$ cat config.mk
export PLATFORM = sky130hd
export DESIGN_NAME = iop_ports
export DESIGN_NICKNAME = d
export VERILOG_FILES = /design/src/iop_pkg.sv /design/src/iop_ports.sv
export SDC_FILE = /design/constraint.sdc
export NUM_CORES = 1
export LEC_CHECK = 0
export ABC_AREA = 1
export BUFFER_PORTS_ARGS = -buffer_cell sky130_fd_sc_hd__buf_2
export CAP_MARGIN = 40
export CORE_MARGIN = 4
export CORE_UTILIZATION = 44
export DETAILED_ROUTE_END_ITERATION = 10
export MAX_ROUTING_LAYER = met4
export PLACE_DENSITY = 0.68
export SLEW_MARGIN = 10
export SYNTH_ARGS = -nofsm -noshare
export SYNTH_HDL_FRONTEND = slang
export SYNTH_SLANG_ARGS = --single-unit
$ cat constraint.sdc
create_clock -name SYS_CLK -period 2.4 [get_ports SYS_CLK]
set_input_delay 0.36 -clock SYS_CLK [delete_from_list [all_inputs] [get_ports SYS_CLK]]
set_output_delay 0.36 -clock SYS_CLK [all_outputs]
set_load 0.05 [all_outputs]
$ cat src/iop_pkg.sv
// package for the four-port i/o block
package iop_pkg;
  localparam logic [31:0] ADR_PORT0 = 32'h0000_0000;
  localparam logic [31:0] ADR_PORT1 = 32'h0000_0004;
  localparam logic [31:0] ADR_PORT2 = 32'h0000_0008;
  localparam logic [31:0] ADR_PORT3 = 32'h0000_000c;
  localparam logic [31:0] ADR_P0_MODE = 32'h0000_0010;
  localparam logic [31:0] ADR_P2_MODE = 32'h0000_0014;
  localparam logic [31:0] ADR_P3_MODE = 32'h0000_0018;
  localparam logic [31:0] ADR_PCFG = 32'h0000_001c;
  localparam logic [31:0] ADR_IRQ_EDGE = 32'h0000_0020;
  localparam logic [31:0] ADR_TMR8 = 32'h0000_0024;
  localparam logic [31:0] ADR_TMRC = 32'h0000_0028;
  localparam logic [31:0] ADR_TMR16 = 32'h0000_002c;
  localparam logic [31:0] ADR_RMW = 32'h0000_0030;
  localparam logic [31:0] ADR_STATUS = 32'h0000_0034;
  localparam logic [31:0] ADR_RST_CTRL = 32'h0000_0038;
  localparam logic [1:0] OP_OR = 2'h1;
  localparam logic [1:0] OP_AND = 2'h2;
  localparam logic [1:0] OP_XOR = 2'h3;
  localparam int RMW_PORT_LSB = 8;
  localparam int RMW_OP_LSB = 10;
  localparam int PCFG_CMP1_BIT = 0;
  localparam int PCFG_P1_OD_BIT = 1;
  localparam int PCFG_P0_OD_BIT = 2;
  localparam int PCFG_P2_OD_BIT = 3;
  localparam int PCFG_CMP2_BIT = 4;
  localparam int P3M_ANALOG_BIT = 1;
  localparam int P3M_P2IN_BIT = 2;
  localparam int IRQ_SEL_LSB = 6;
  localparam int TMR_PIN_BIT = 0;
  localparam int TMRC_SEL_LSB = 4;
  localparam logic [7:0] PCFG_RST = 8'h00;
  localparam logic [7:0] ALL_IN = 8'h00;
  localparam logic [7:0] RSVD_READ = 8'hff;
  localparam int CLK_HZ = 20_000_000;
  localparam int POR_TIME_US = 1000;
  localparam int POR_CYCLES = POR_TIME_US * (CLK_HZ / 1_000_000);
  typedef struct packed {
    logic [7:0] in;
    logic [7:0] out;
    logic [7:0] oe;
    logic [7:0] pu_en;
  } iop_pin_s;
  typedef enum logic [1:0] {
    EDGE_NONE_E, EDGE_RISE_E, EDGE_FALL_E, EDGE_BOTH_E
  } iop_edge_e;
endpackage

$ cat src/iop_ports.sv
// four 8-bit i/o ports with reset pin and wishbone register slave
// Operation
// - reads return synchronised pin level
// - or/and/xor read pins, write latch
// - pull-up off when pin is output
// - port 0 direction set per nibble
// - port config d2: port 0 open-drain
// - port 0 input after reset, recovery
// - port config d1: port 1 open-drain
// - port 1 input after reset, recovery
// - small package: port 1 reads ff
// - port 2 per-bit direction, global drive
// - port 2 all inputs after reset
// - port 2 or/and gates for wake-up
// - edge input from port3 bit1 or port2 bit0
// - port 3 low in, high out fixed
// - port 3 mode bit 1 selects analog
// - port 3 bit1/2 edge irq select
// - analog: bit3 goes to recovery sources
// - digital: bit3 is d3, raises irq
// - stop powers down comparators
// - timer control routes port 3 outputs
// - port config routes comparators to 4,7
// - device drives reset low on por/watchdog
// - port data at register locations 0-3
//
// Local design decisions: the register offsets and the Wishbone register port.
`timescale 1ns/1ps
module iop_ports
  import iop_pkg::*;
#(
  parameter int unsigned POR_LEN = POR_CYCLES,
  parameter bit SMALL_PKG = 1'b0
) (
  // clock and reset
  input wire logic SYS_CLK,
  input wire logic RST_N,
  // wishbone slave
  input wire logic WB_CYC,
  input wire logic WB_STB,
  input wire logic WB_WE,
  input wire logic [31:0] WB_ADR,
  input wire logic [3:0] WB_SEL,
  input wire logic [31:0] WB_DAT_I,
  output logic [31:0] WB_DAT_O,
  output logic WB_ACK,
  // port pins
  input wire logic [7:0] P0_IN,
  output logic [7:0] P0_OUT,
  output logic [7:0] P0_OE,
  output logic [7:0] P0_PU_EN,
  input wire logic [7:0] P1_IN,
  output logic [7:0] P1_OUT,
  output logic [7:0] P1_OE,
  output logic [7:0] P1_PU_EN,
  input wire logic [7:0] P2_IN,
  output logic [7:0] P2_OUT,
  output logic [7:0] P2_OE,
  output logic [7:0] P2_PU_EN,
  input wire logic [3:0] P3_IN,
  output logic [7:4] P3_OUT,
  // analog and timer side
  input wire logic CMP1_OUT,
  input wire logic CMP2_OUT,
  output logic CMP_PWR_EN,
  input wire logic T8_OUT,
  input wire logic T16_OUT,
  input wire logic ANDOR_OUT,
  output logic EDGE_IN,
  output logic [2:0] PORT3_IRQ,
  // power state
  input wire logic STOP_MODE,
  input wire logic STOP_RECOVERY,
  input wire logic BROWN_OUT_CONDITION,
  input wire logic POR_EVENT,
  input wire logic WDT_EVENT,
  output logic [7:0] WAKE_SOURCES,
  // reset pin
  input wire logic RESET_PIN_IN_N,
  output logic RESET_PIN_OUT_N,
  output logic RESET_PIN_OE,
  output logic RESET_PIN_PU_EN,
  output logic INT_RESET_N
);
  logic [7:0] s0_ff, s1_ff, s2_ff, p0_ff, p1_ff, p2_ff;
  logic [3:0] s3_ff, p3_ff, p3_prev_ff;
  logic s_rst_ff, p_rst_ff;
  logic [7:0] lat0_ff, lat1_ff, lat2_ff;
  logic [7:4] lat3_ff;
  logic [1:0] p0_dir_ff;
  logic [7:0] p1_dir_ff, p2_dir_ff, pcfg_ff, irq_ff, p3m_ff;
  logic [7:0] tmr8_ff, tmrc_ff, tmr16_ff;
  logic [31:0] cnt_ff;
  logic drv_ff, ack_ff;
  logic [31:0] dat_ff;
  logic [2:0] irq_ev;
  logic [2:1] cmp_prev_ff;
  logic [2:1] src_now, src_was;
  logic [7:0] rd_pin, rd_p1, wdat, mod_val, nxt_latch;
  logic [1:0] rmw_port, rmw_op;
  logic wr, rd, analog, req;
  iop_pin_s pin0, pin1, pin2;

  // pin synchronisers
  always_ff @(posedge SYS_CLK) begin
    s0_ff <= P0_IN;
    s1_ff <= P1_IN;
    s2_ff <= P2_IN;
    s3_ff <= P3_IN;
    p0_ff <= s0_ff;
    p1_ff <= s1_ff;
    p2_ff <= s2_ff;
    p3_ff <= s3_ff;
    p3_prev_ff <= p3_ff;
  end

  // reset pin synchroniser
  always_ff @(posedge SYS_CLK) begin
    s_rst_ff <= RESET_PIN_IN_N;
    p_rst_ff <= s_rst_ff;
  end

  assign req = WB_CYC && WB_STB && !ack_ff;
  assign wr = req && WB_WE && WB_SEL[0];
  assign rd = req && !WB_WE;
  assign wdat = WB_DAT_I[7:0];
  assign analog = p3m_ff[P3M_ANALOG_BIT];
  assign rmw_port = WB_DAT_I[RMW_PORT_LSB +: 2];
  assign rmw_op = WB_DAT_I[RMW_OP_LSB +: 2];
  assign rd_p1 = SMALL_PKG ? RSVD_READ : p1_ff;

  // read-modify-write on pin levels
  // port 3 outputs have no input buffer, so the latch stands in
  always_comb begin
    unique case (rmw_port)
      2'h0: rd_pin = p0_ff;
      2'h1: rd_pin = rd_p1;
      2'h2: rd_pin = p2_ff;
      default: rd_pin = {lat3_ff, p3_ff};
    endcase
    unique case (rmw_op)
      OP_OR: mod_val = rd_pin | wdat;
      OP_AND: mod_val = rd_pin & wdat;
      OP_XOR: mod_val = rd_pin ^ wdat;
      default: mod_val = rd_pin;
    endcase
    nxt_latch = mod_val;
  end

  // output latches
  always_ff @(posedge SYS_CLK) begin
    if (!RST_N) begin
      lat0_ff <= 8'h00;
      lat1_ff <= 8'h00;
      lat2_ff <= 8'h00;
      lat3_ff <= 4'h0;
    end else if (wr && WB_ADR == ADR_RMW && rmw_op != 2'h0) begin
      unique case (rmw_port)
        2'h0: lat0_ff <= nxt_latch;
        2'h1: lat1_ff <= SMALL_PKG ? lat1_ff : nxt_latch;
        2'h2: lat2_ff <= nxt_latch;
        default: lat3_ff <= nxt_latch[7:4];
      endcase
    end else if (wr) begin
      if (WB_ADR == ADR_PORT0) lat0_ff <= wdat;
      if (WB_ADR == ADR_PORT1 && !SMALL_PKG) lat1_ff <= wdat;
      if (WB_ADR == ADR_PORT2) lat2_ff <= wdat;
      if (WB_ADR == ADR_PORT3) lat3_ff <= wdat[7:4];
    end
  end

  // port 0 direction, cleared by reset and stop-mode recovery
  always_ff @(posedge SYS_CLK) begin
    if (!RST_N || STOP_RECOVERY) begin
      p0_dir_ff <= 2'h0;
    end else if (wr && WB_ADR == ADR_P0_MODE) begin
      p0_dir_ff <= wdat[1:0];
    end
  end

  // port 1 has no direction register: held as input
  always_ff @(posedge SYS_CLK) begin
    if (!RST_N || STOP_RECOVERY) begin
      p1_dir_ff <= ALL_IN;
    end
  end

  always_ff @(posedge SYS_CLK) begin
    if (!RST_N) begin
      p2_dir_ff <= ALL_IN;
    end else if (wr && WB_ADR == ADR_P2_MODE) begin
      p2_dir_ff <= wdat;
    end
  end

  // configuration registers
  always_ff @(posedge SYS_CLK) begin
    if (!RST_N) begin
      pcfg_ff <= PCFG_RST;
      irq_ff <= 8'h00;
      p3m_ff <= 8'h00;
      tmr8_ff <= 8'h00;
      tmrc_ff <= 8'h00;
      tmr16_ff <= 8'h00;
    end else if (wr) begin
      if (WB_ADR == ADR_PCFG) pcfg_ff <= wdat;
      if (WB_ADR == ADR_IRQ_EDGE) irq_ff <= wdat;
      if (WB_ADR == ADR_P3_MODE) p3m_ff <= wdat;
      if (WB_ADR == ADR_TMR8) tmr8_ff <= wdat;
      if (WB_ADR == ADR_TMRC) tmrc_ff <= wdat;
      if (WB_ADR == ADR_TMR16) tmr16_ff <= wdat;
    end
  end

  // pin drive: output enable, open-drain, pull-up
  always_comb begin
    pin0.in = p0_ff;
    pin0.oe = {{4{p0_dir_ff[1]}}, {4{p0_dir_ff[0]}}};
    pin0.out = lat0_ff;
    if (pcfg_ff[PCFG_P0_OD_BIT]) pin0.oe = pin0.oe & ~lat0_ff;
    pin0.pu_en = ~{{4{p0_dir_ff[1]}}, {4{p0_dir_ff[0]}}};
    pin1.in = rd_p1;
    pin1.oe = SMALL_PKG ? 8'h00 : p1_dir_ff;
    pin1.out = lat1_ff;
    if (pcfg_ff[PCFG_P1_OD_BIT]) pin1.oe = pin1.oe & ~lat1_ff;
    pin1.pu_en = ~p1_dir_ff;
    pin2.in = p2_ff;
    pin2.oe = p2_dir_ff;
    pin2.out = lat2_ff;
    if (pcfg_ff[PCFG_P2_OD_BIT]) pin2.oe = pin2.oe & ~lat2_ff;
    pin2.pu_en = ~p2_dir_ff;
  end

  assign P0_OUT = pin0.out;
  assign P0_OE = pin0.oe;
  assign P0_PU_EN = pin0.pu_en;
  assign P1_OUT = pin1.out;
  assign P1_OE = pin1.oe;
  assign P1_PU_EN = pin1.pu_en;
  assign P2_OUT = pin2.out;
  assign P2_OE = pin2.oe;
  assign P2_PU_EN = pin2.pu_en;

  // port 3 output routing, fixed push-pull outputs
  always_comb begin
    P3_OUT = lat3_ff;
    if (tmr8_ff[TMR_PIN_BIT]) P3_OUT[4] = T8_OUT;
    if (pcfg_ff[PCFG_CMP1_BIT]) P3_OUT[4] = CMP1_OUT;
    if (tmr16_ff[TMR_PIN_BIT]) P3_OUT[5] = T16_OUT;
    unique case (tmrc_ff[TMRC_SEL_LSB +: 2])
      2'h1: P3_OUT[6] = T8_OUT;
      2'h2: P3_OUT[6] = T16_OUT;
      2'h3: P3_OUT[6] = ANDOR_OUT;
      default: P3_OUT[6] = lat3_ff[6];
    endcase
    if (pcfg_ff[PCFG_CMP2_BIT]) P3_OUT[7] = CMP2_OUT;
  end

  // edge detect input and port 3 interrupts
  assign EDGE_IN = p3m_ff[P3M_P2IN_BIT] ? p2_ff[0] : p3_ff[1];
  assign CMP_PWR_EN = analog && !STOP_MODE;

  function automatic logic edge_hit(input logic [1:0] sel,
                                    input logic now, input logic was);
    logic r;
    r = 1'b0;
    unique case (iop_edge_e'(sel))
      EDGE_RISE_E: r = now && !was;
      EDGE_FALL_E: r = !now && was;
      EDGE_BOTH_E: r = now ^ was;
      default: r = 1'b0;
    endcase
    return r;
  endfunction

  // comparator outputs replace pins 1 and 2 as edge sources in analog mode
  always_ff @(posedge SYS_CLK) begin
    cmp_prev_ff <= {CMP2_OUT, CMP1_OUT};
  end
  assign src_now = analog ? {CMP2_OUT, CMP1_OUT} : p3_ff[2:1];
  assign src_was = analog ? cmp_prev_ff : p3_prev_ff[2:1];

  // bit 2 edge -> irq 0, bit 3 fall -> irq 1, bit 1 edge -> irq 2
  always_comb begin
    irq_ev[0] = edge_hit(irq_ff[IRQ_SEL_LSB +: 2], src_now[2],
                         src_was[2]);
    irq_ev[2] = edge_hit(irq_ff[IRQ_SEL_LSB +: 2], src_now[1],
                         src_was[1]);
    irq_ev[1] = !analog && !p3_ff[3] && p3_prev_ff[3];
  end

  always_ff @(posedge SYS_CLK) begin
    if (!RST_N) PORT3_IRQ <= 3'h0;
    else PORT3_IRQ <= irq_ev;
  end

  // wake-up sources: port 2 gates, digital port 3 and port 3 bit 3 in analog mode
  always_ff @(posedge SYS_CLK) begin
    if (!RST_N) begin
      WAKE_SOURCES <= 8'h00;
    end else begin
      WAKE_SOURCES[0] <= |p2_ff;
      WAKE_SOURCES[1] <= &p2_ff;
      WAKE_SOURCES[2] <= !analog && p3_ff[1];
      WAKE_SOURCES[3] <= !analog && p3_ff[2];
      WAKE_SOURCES[4] <= !analog && p3_ff[3];
      WAKE_SOURCES[5] <= analog && p3_ff[3];
      WAKE_SOURCES[7:6] <= 2'h0;
    end
  end

  // reset pin drive length counter
  always_ff @(posedge SYS_CLK) begin
    if (!RST_N || BROWN_OUT_CONDITION) begin
      cnt_ff <= 32'h0000_0000;
    end else if (POR_EVENT || WDT_EVENT) begin
      cnt_ff <= POR_LEN;
    end else if (cnt_ff != 32'h0000_0000) begin
      cnt_ff <= cnt_ff - 32'h0000_0001;
    end
  end

  // reset pin drive flag for power-on and watchdog resets
  always_ff @(posedge SYS_CLK) begin
    if (!RST_N || BROWN_OUT_CONDITION) begin
      drv_ff <= 1'b0;
    end else if (POR_EVENT || WDT_EVENT) begin
      drv_ff <= 1'b1;
    end else if (cnt_ff <= 32'h0000_0001) begin
      drv_ff <= 1'b0;
    end
  end

  assign RESET_PIN_OUT_N = 1'b0;
  assign RESET_PIN_OE = drv_ff;
  assign RESET_PIN_PU_EN = !drv_ff;
  // external drivers are open-drain, so the sampled level is safe
  assign INT_RESET_N = p_rst_ff && !drv_ff;

  // wishbone read data and ack
  always_ff @(posedge SYS_CLK) begin
    if (!RST_N) begin
      ack_ff <= 1'b0;
      dat_ff <= 32'h0000_0000;
    end else begin
      ack_ff <= req;
      dat_ff <= 32'h0000_0000;
      if (rd) begin
        unique case (WB_ADR)
          ADR_PORT0: dat_ff[7:0] <= p0_ff;
          ADR_PORT1: dat_ff[7:0] <= rd_p1;
          ADR_PORT2: dat_ff[7:0] <= p2_ff;
          ADR_PORT3: dat_ff[7:0] <= {lat3_ff, p3_ff};
          ADR_P0_MODE: dat_ff[1:0] <= p0_dir_ff;
          ADR_P2_MODE: dat_ff[7:0] <= p2_dir_ff;
          ADR_P3_MODE: dat_ff[7:0] <= p3m_ff;
          ADR_PCFG: dat_ff[7:0] <= pcfg_ff;
          ADR_IRQ_EDGE: dat_ff[7:0] <= irq_ff;
          ADR_TMR8: dat_ff[7:0] <= tmr8_ff;
          ADR_TMRC: dat_ff[7:0] <= tmrc_ff;
          ADR_TMR16: dat_ff[7:0] <= tmr16_ff;
          ADR_STATUS: dat_ff[7:0] <= WAKE_SOURCES;
          ADR_RST_CTRL: dat_ff[7:0] <= {6'h00, drv_ff, p_rst_ff};
          default: dat_ff <= 32'h0000_0000;
        endcase
      end
    end
  end

  assign WB_ACK = ack_ff;
  assign WB_DAT_O = dat_ff;
endmodule

* Word level (Yosys, flattened, before mapping)
Cells that the tools add are included.
** Storage, ports and cells
- Bits in registers :: 227
- Input port bits :: 112
- Output and inout port bits :: 126
** Cells by class
- Add/sub/neg operators :: 1
- Order comparisons :: 1
- Equality and inequality tests :: 29
- Muxes and demuxes :: 36
- Bitwise logic cells :: 11
- Reductions and logical operators :: 61
** Operator list (count)
- equality test 32 x 6 -> 1 bit (second input constant) :: 7
- equality test 32 x 5 -> 1 bit (second input constant) :: 4
- 2-to-1 mux 8 bit :: 14
- case mux 6 bit (12 select lines) :: 1
- equality test 32 x 4 -> 1 bit (second input constant) :: 2
- case mux 8 bit (3 select lines) :: 2
- equality test 32 x 3 -> 1 bit (second input constant) :: 1
- less-or-equal comparator 32 x 1 -> 1 bit (second input constant) :: 1
- logical NOT 32 bit :: 1
- inverter 8 bit :: 4
- nonzero test 32 bit :: 1
- subtractor 32 x 1 -> 32 bit (second input constant) :: 1
- 2-to-1 mux 15 bit :: 2
- case mux 2 bit (14 select lines) :: 1
- bitwise AND 8 bit :: 3
- logical AND 1 bit :: 21
- 2-to-1 mux 4 bit :: 4
- nonzero test 2 bit :: 8
- equality test 2 bit (second input constant) :: 7
- AND reduction 2 bit :: 7
- AND reduction 3 bit :: 4
- logical NOT 1 bit :: 11
- case mux 1 bit (3 select lines) :: 3
- equality test 2 x 1 -> 1 bit (second input constant) :: 4
- 13 further kinds :: 25

* Longest topological paths before layout
- Depth in word-level cells :: 8
- Depth in mapped cells :: 15

* Least setup slack after synthesis
OpenSTA, ideal clock, no wires.
- Kind :: input to register
- Start point :: input WB_DAT_I[9]
- End point :: register lat0_ff[7], in the netlist P0_OUT[7]
- Arrival :: 2.018 ns
- Data required time :: 2.284 ns
- Setup slack :: 0.265 ns
- Cell stages on the path :: 14
- Path through :: buf_2 > nor2_2 > nand2_1 > nand3_1 > o21ai_0 > inv_1 > ha_1 > nand3_1 > nand2_1 > nand3b_1 > o21ai_0 > inv_1 > nor2_1 > nor2_1
** On the way
- Longest elaborated chain between the ends :: 6
- Elaborated cells on any way between the ends :: 12
- Classes of those cells :: 3 x eq/ne; 4 x mux; 3 x bitwise; 2 x reduce/logical
** Ends and longest elaborated chain
- start: declaration :: line iop_ports.sv:44 : input wire logic [31:0] WB_DAT_I,
- equality test 2 bit, or another cell as far along :: line iop_ports.sv:135 : unique case (rmw_port)
- case mux 8 bit (3 select lines) :: line iop_ports.sv:135
- XOR 8 bit, or another cell as far along :: line iop_ports.sv:144 : OP_XOR: mod_val = rd_pin ^ wdat;
- case mux 8 bit (3 select lines) :: line iop_ports.sv:141 : unique case (rmw_op)
- 2-to-1 mux 8 bit :: line iop_ports.sv:158 : unique case (rmw_port)
- 2-to-1 mux 8 bit :: line iop_ports.sv:157 : end else if (wr && WB_ADR == ADR_RMW && rmw_op != 2'h0) begin
- end signal: assignment :: line iop_ports.sv:159 : 2'h0: lat0_ff <= nxt_latch;
- end signal: assignment :: line iop_ports.sv:165 : if (WB_ADR == ADR_PORT0) lat0_ff <= wdat;
- end: declaration :: line iop_ports.sv:88 : logic [7:0] lat0_ff, lat1_ff, lat2_ff;
Parallel ways exist; a longest one is shown, timed or not. The select of a mux whose other input is x is not followed.
A chain may end at the register's enable or synchronous reset.

* Final worst setup path
- Start point :: register p2_ff[7]
- End point :: register lat0_ff[7], in the netlist P0_OUT[7]
** On the way
- Longest elaborated chain between the ends :: 5
- Elaborated cells on any way between the ends :: 7
- Classes of those cells :: 4 x mux; 3 x bitwise
** Ends and longest elaborated chain
- start: declaration :: line iop_ports.sv:85 : logic [7:0] s0_ff, s1_ff, s2_ff, p0_ff, p1_ff, p2_ff;
- start signal: assignment :: line iop_ports.sv:112 : p2_ff <= s2_ff;
- case mux 8 bit (3 select lines) (*) :: line iop_ports.sv:135
- XOR 8 bit, or another cell as far along :: line iop_ports.sv:144
- case mux 8 bit (3 select lines) (*) :: line iop_ports.sv:141
- 2-to-1 mux 8 bit (*) :: line iop_ports.sv:158
- 2-to-1 mux 8 bit (*) :: line iop_ports.sv:157
Mark *: on every way between the ends. The rest lies on a longest branch, timed or not. The select of a mux whose other input is x is not followed.

==> impl_metrics.toml <==
[outcome]
status = "finished clean"

[flow_run]
maxCapViolations = 0

[cells_and_area]
largest_register_ffs = 32
regMostFlops = "cnt_ff"
mostFrequentLayoutCells = "sky130_fd_sc_hd__nor2_1, sky130_fd_sc_hd__nand2_1, sky130_fd_sc_hd__dfxtp_1"
antenna_cells = 0
multi_input_comb_area_mm2 = 0.004752
synthToLayoutAreaGrowth_pct = 18.39
final_core_utilization_pct = 53.43
fraction_of_layout_cells_with_a_size_suffix_above_1_pct = 20.87
ff_latch_area_mm2 = 0.004004
layout.filler_cells = 2246
final_common_cell = "sky130_fd_sc_hd__nor2_1"
design.final.nets = 1670

[setup_path]
crit_path_frequent_cell = "sky130_fd_sc_hd__o21ai_0"
crit_type = "reg2reg"
worst_endpoint_data_arrival_time_ns = 2.43
critPathBufInv = 3
cp_top_family = "simple AND/OR/NAND/NOR gates"
crit_fanout = 4
cp_cell_sequence = "o21ai_0, nand3_1, o21ai_0, inv_1, ha_1, nand3_1, nand2_1, nand3b_1, o21ai_0, buf_4, inv_1, nor2_1, nor2_1"
crit_slowest_cell = "sky130_fd_sc_hd__dfxtp_1"
worst_ep_required_time_ns = 2.74
crit_path_start_kind = "flip-flop"
setup.worst_path.end_class = "flip-flop"
cp_slowest_stage_delay_ns = 0.36

[die]
ioPinCount = 238
initial_core_util_pct = 45.13
die_area_mm2 = 0.02506
rows = 54
dieHeight_um = 158.3
core_footprint_mm2 = 0.02203
chipWidth_um = 158.3

[cts]
clock_tree.buffer_depth = 2
cts_max_level = 4
cts_tree = "done"
cts_inserted_buffers = 17
post_cts_buffers = 0
clk-insertion-delay-late_ns = 0.44
tritoncts_num_sinks = 200
path_clk_slew_ns = 0.08
cts.root.buffer_cell = "sky130_fd_sc_hd__clkbuf_16"

[timing]
slew-limit-headroom_pct = 65.52
hold_ws_ns = 0.01469
worstMarginPinSlew_ns = 0.5166
period_minus_slack_ns = 2.089
finalMaxSlewViolations = 0
worst_clock_skew_ns = 0.008132
final.period_utilization_pct = 87.06
setup_violating_endpoint_count_in_the_final_report = 0
fmax_mhz = 478.6
setup_total_negative_slack_ns = 0
timing_hold_violations_final = 0
setup_repair_after_global_routing_missed_its_margin = "no"

[placed_design]
dp_hpwl_mm = 23.13
gp_congestion = 0.9776
io_buffers = 171

[drt]
first_pass_iters = 5
first_iter_violations = 779
detail-route-antenna-nets = 0
drt_drc_violations_left = 0
routed_wirelength_mm = 30.61
num_vias = 9446
via_per_inst = 5.142
route.detailed.wl_per_inst_um = 16.66

[logic_synthesis]
async_reset_ff_share_pct = 0
synth_ff_type = "sky130_fd_sc_hd__dfxtp_1"
post_synthesis_share_of_cell_area_spent_on_full_adders_half_adders_and_majority_gates_pct = 1.762
yosys.area_share.simple_pct = 31.62
postSynthAreaPerCell_um2 = 7.319
number_of_flops_mapped_to_enable_cells_by_yosys = 0
synth_cell_types = 48
syn-instance-count = 1358
synth-seq-cells = 200
yosys_warnings = 0
synth_area_mm2 = 0.009940
seq_area_frac_synth_pct = 40.28
synth-xor-area-share_pct = 2.027
synth_compound_area_share_pct = 10.78
synth.area.mux_share_pct = 0
synth_top_family_by_area = "simple AND/OR/NAND/NOR gates"

[global_route]
grt_pass1_wl_mm = 46.43
first_global_vias = 8544
antenna_found_initial = 0
global_route.usage.total_pct = 24.88
grt-ovfl-total = 0
grt_max_degree = 39

[pwr]
vdd_ir_drop_max_mv = 0.4749
leakage_nw = 5.706
cellPowerDensity_mw_per_mm2 = 625.7

[min_path]
hold_class = "in2reg"
-- synthesized netlist by cell type (all sizes together) (2+ instances only) --
master | count | share of area, %
nor2 | 260 | 11
nand2 | 228 | 9.1
dfxtp | 200 | 40
inv | 166 | 6.3
buf | 89 | 6.4
nand3 | 81 | 4.6
nand4 | 63 | 4.2
o21ai | 62 | 3.2
a211oi | 51 | 4.2
a21oi | 47 | 2.4
clkbuf | 18 | 0.68
nor3 | 16 | 1.0
ha | 14 | 1.8
xnor2 | 13 | 1.1
or2 | 12 | 0.76
xor2 | 10 | 0.88
nand3b | 7 | 0.53
nor4 | 3 | 0.19
o211ai | 3 | 0.33
o21bai | 3 | 0.23
o311ai | 3 | 0.26
a31oi | 2 | 0.13
conb | 2 | 0.076
nor3b | 2 | 0.15
-- logic make-up after synthesis --
logic type                 Yosys count
AOI/OAI and AO/OA                  172
and+or+nand+nor                    673
buffers and inverters              274
adders and majority gates           14
xor gates and xnor gates            23
DFF                                200
other                                2
-- final timing paths --
check | from | endpoint | slack, ns | cells after the start
worst max-delay path | p2_ff[7] | P0_OUT[7] | 0.31 | 13
worst max register to register | p2_ff[7] | P0_OUT[7] | 0.31 | 13
worst min register to register | s3_ff[0] | p3_ff[0] | 0.33 | 0
worst min-delay path | P2_IN[5] | s2_ff[5] | 0.01 | 1
-- metrics by stage --
step | area [um2] | power (mW) | setup WS, ns | cells
2_1_floorplan | 10090 | 4.171 | 0.2653 | 1399
3_3_place_gp | 11010 | 4.413 | 0.07082 | 1792
3_5_place_dp | 11010 | 4.419 | 0.03396 | 1792
4_1_cts | 11740 | 7.398 | 0.3238 | 1834
5_1_grt | 11770 | 7.651 | 0.1183 | 1837
6_report | 11770 | 7.363 | 0.3106 | 1837
-- area by class of cell --
type,instances,area share (%)
multi-input combinational,925,40.38
sequential,200,34.02
timing repair buffer,233,11.93
inverter,167,5.370
clock buffer,17,3.615
tap,280,2.977
clock inverter,15,1.701
-- metal layers --
| layer | track usage (%) | up-vias | wire length (um) |
|---|---|---|---|
| li1 | - | 4684 | - |
| met1 | 33.07 | 4313 | 13530 |
| met3 | 4.132 | 56 | 2288 |
| met4 | 9.342 | 0 | 920 |
| met5 | - | - | 0 |
| met2 | 38.24 | 393 | 13880 |
-- repair_timing --
item | in CTS | in global routing
hold endpoints to repair | 10 | 3
hold buffers | 10 | 3
resized for setup | 0 | 0
setup endpoints to repair | 0 | 0
-- power breakdown --
part           switching, mW  internal (mW)  total, mW
Combinational          0.643          0.279      0.921
Clock                   1.48           1.51       3.00
Sequential            0.0527           3.39       3.45
Total                   2.18           5.19       7.36
No activity file was read; power rests on OpenSTA's default activity.
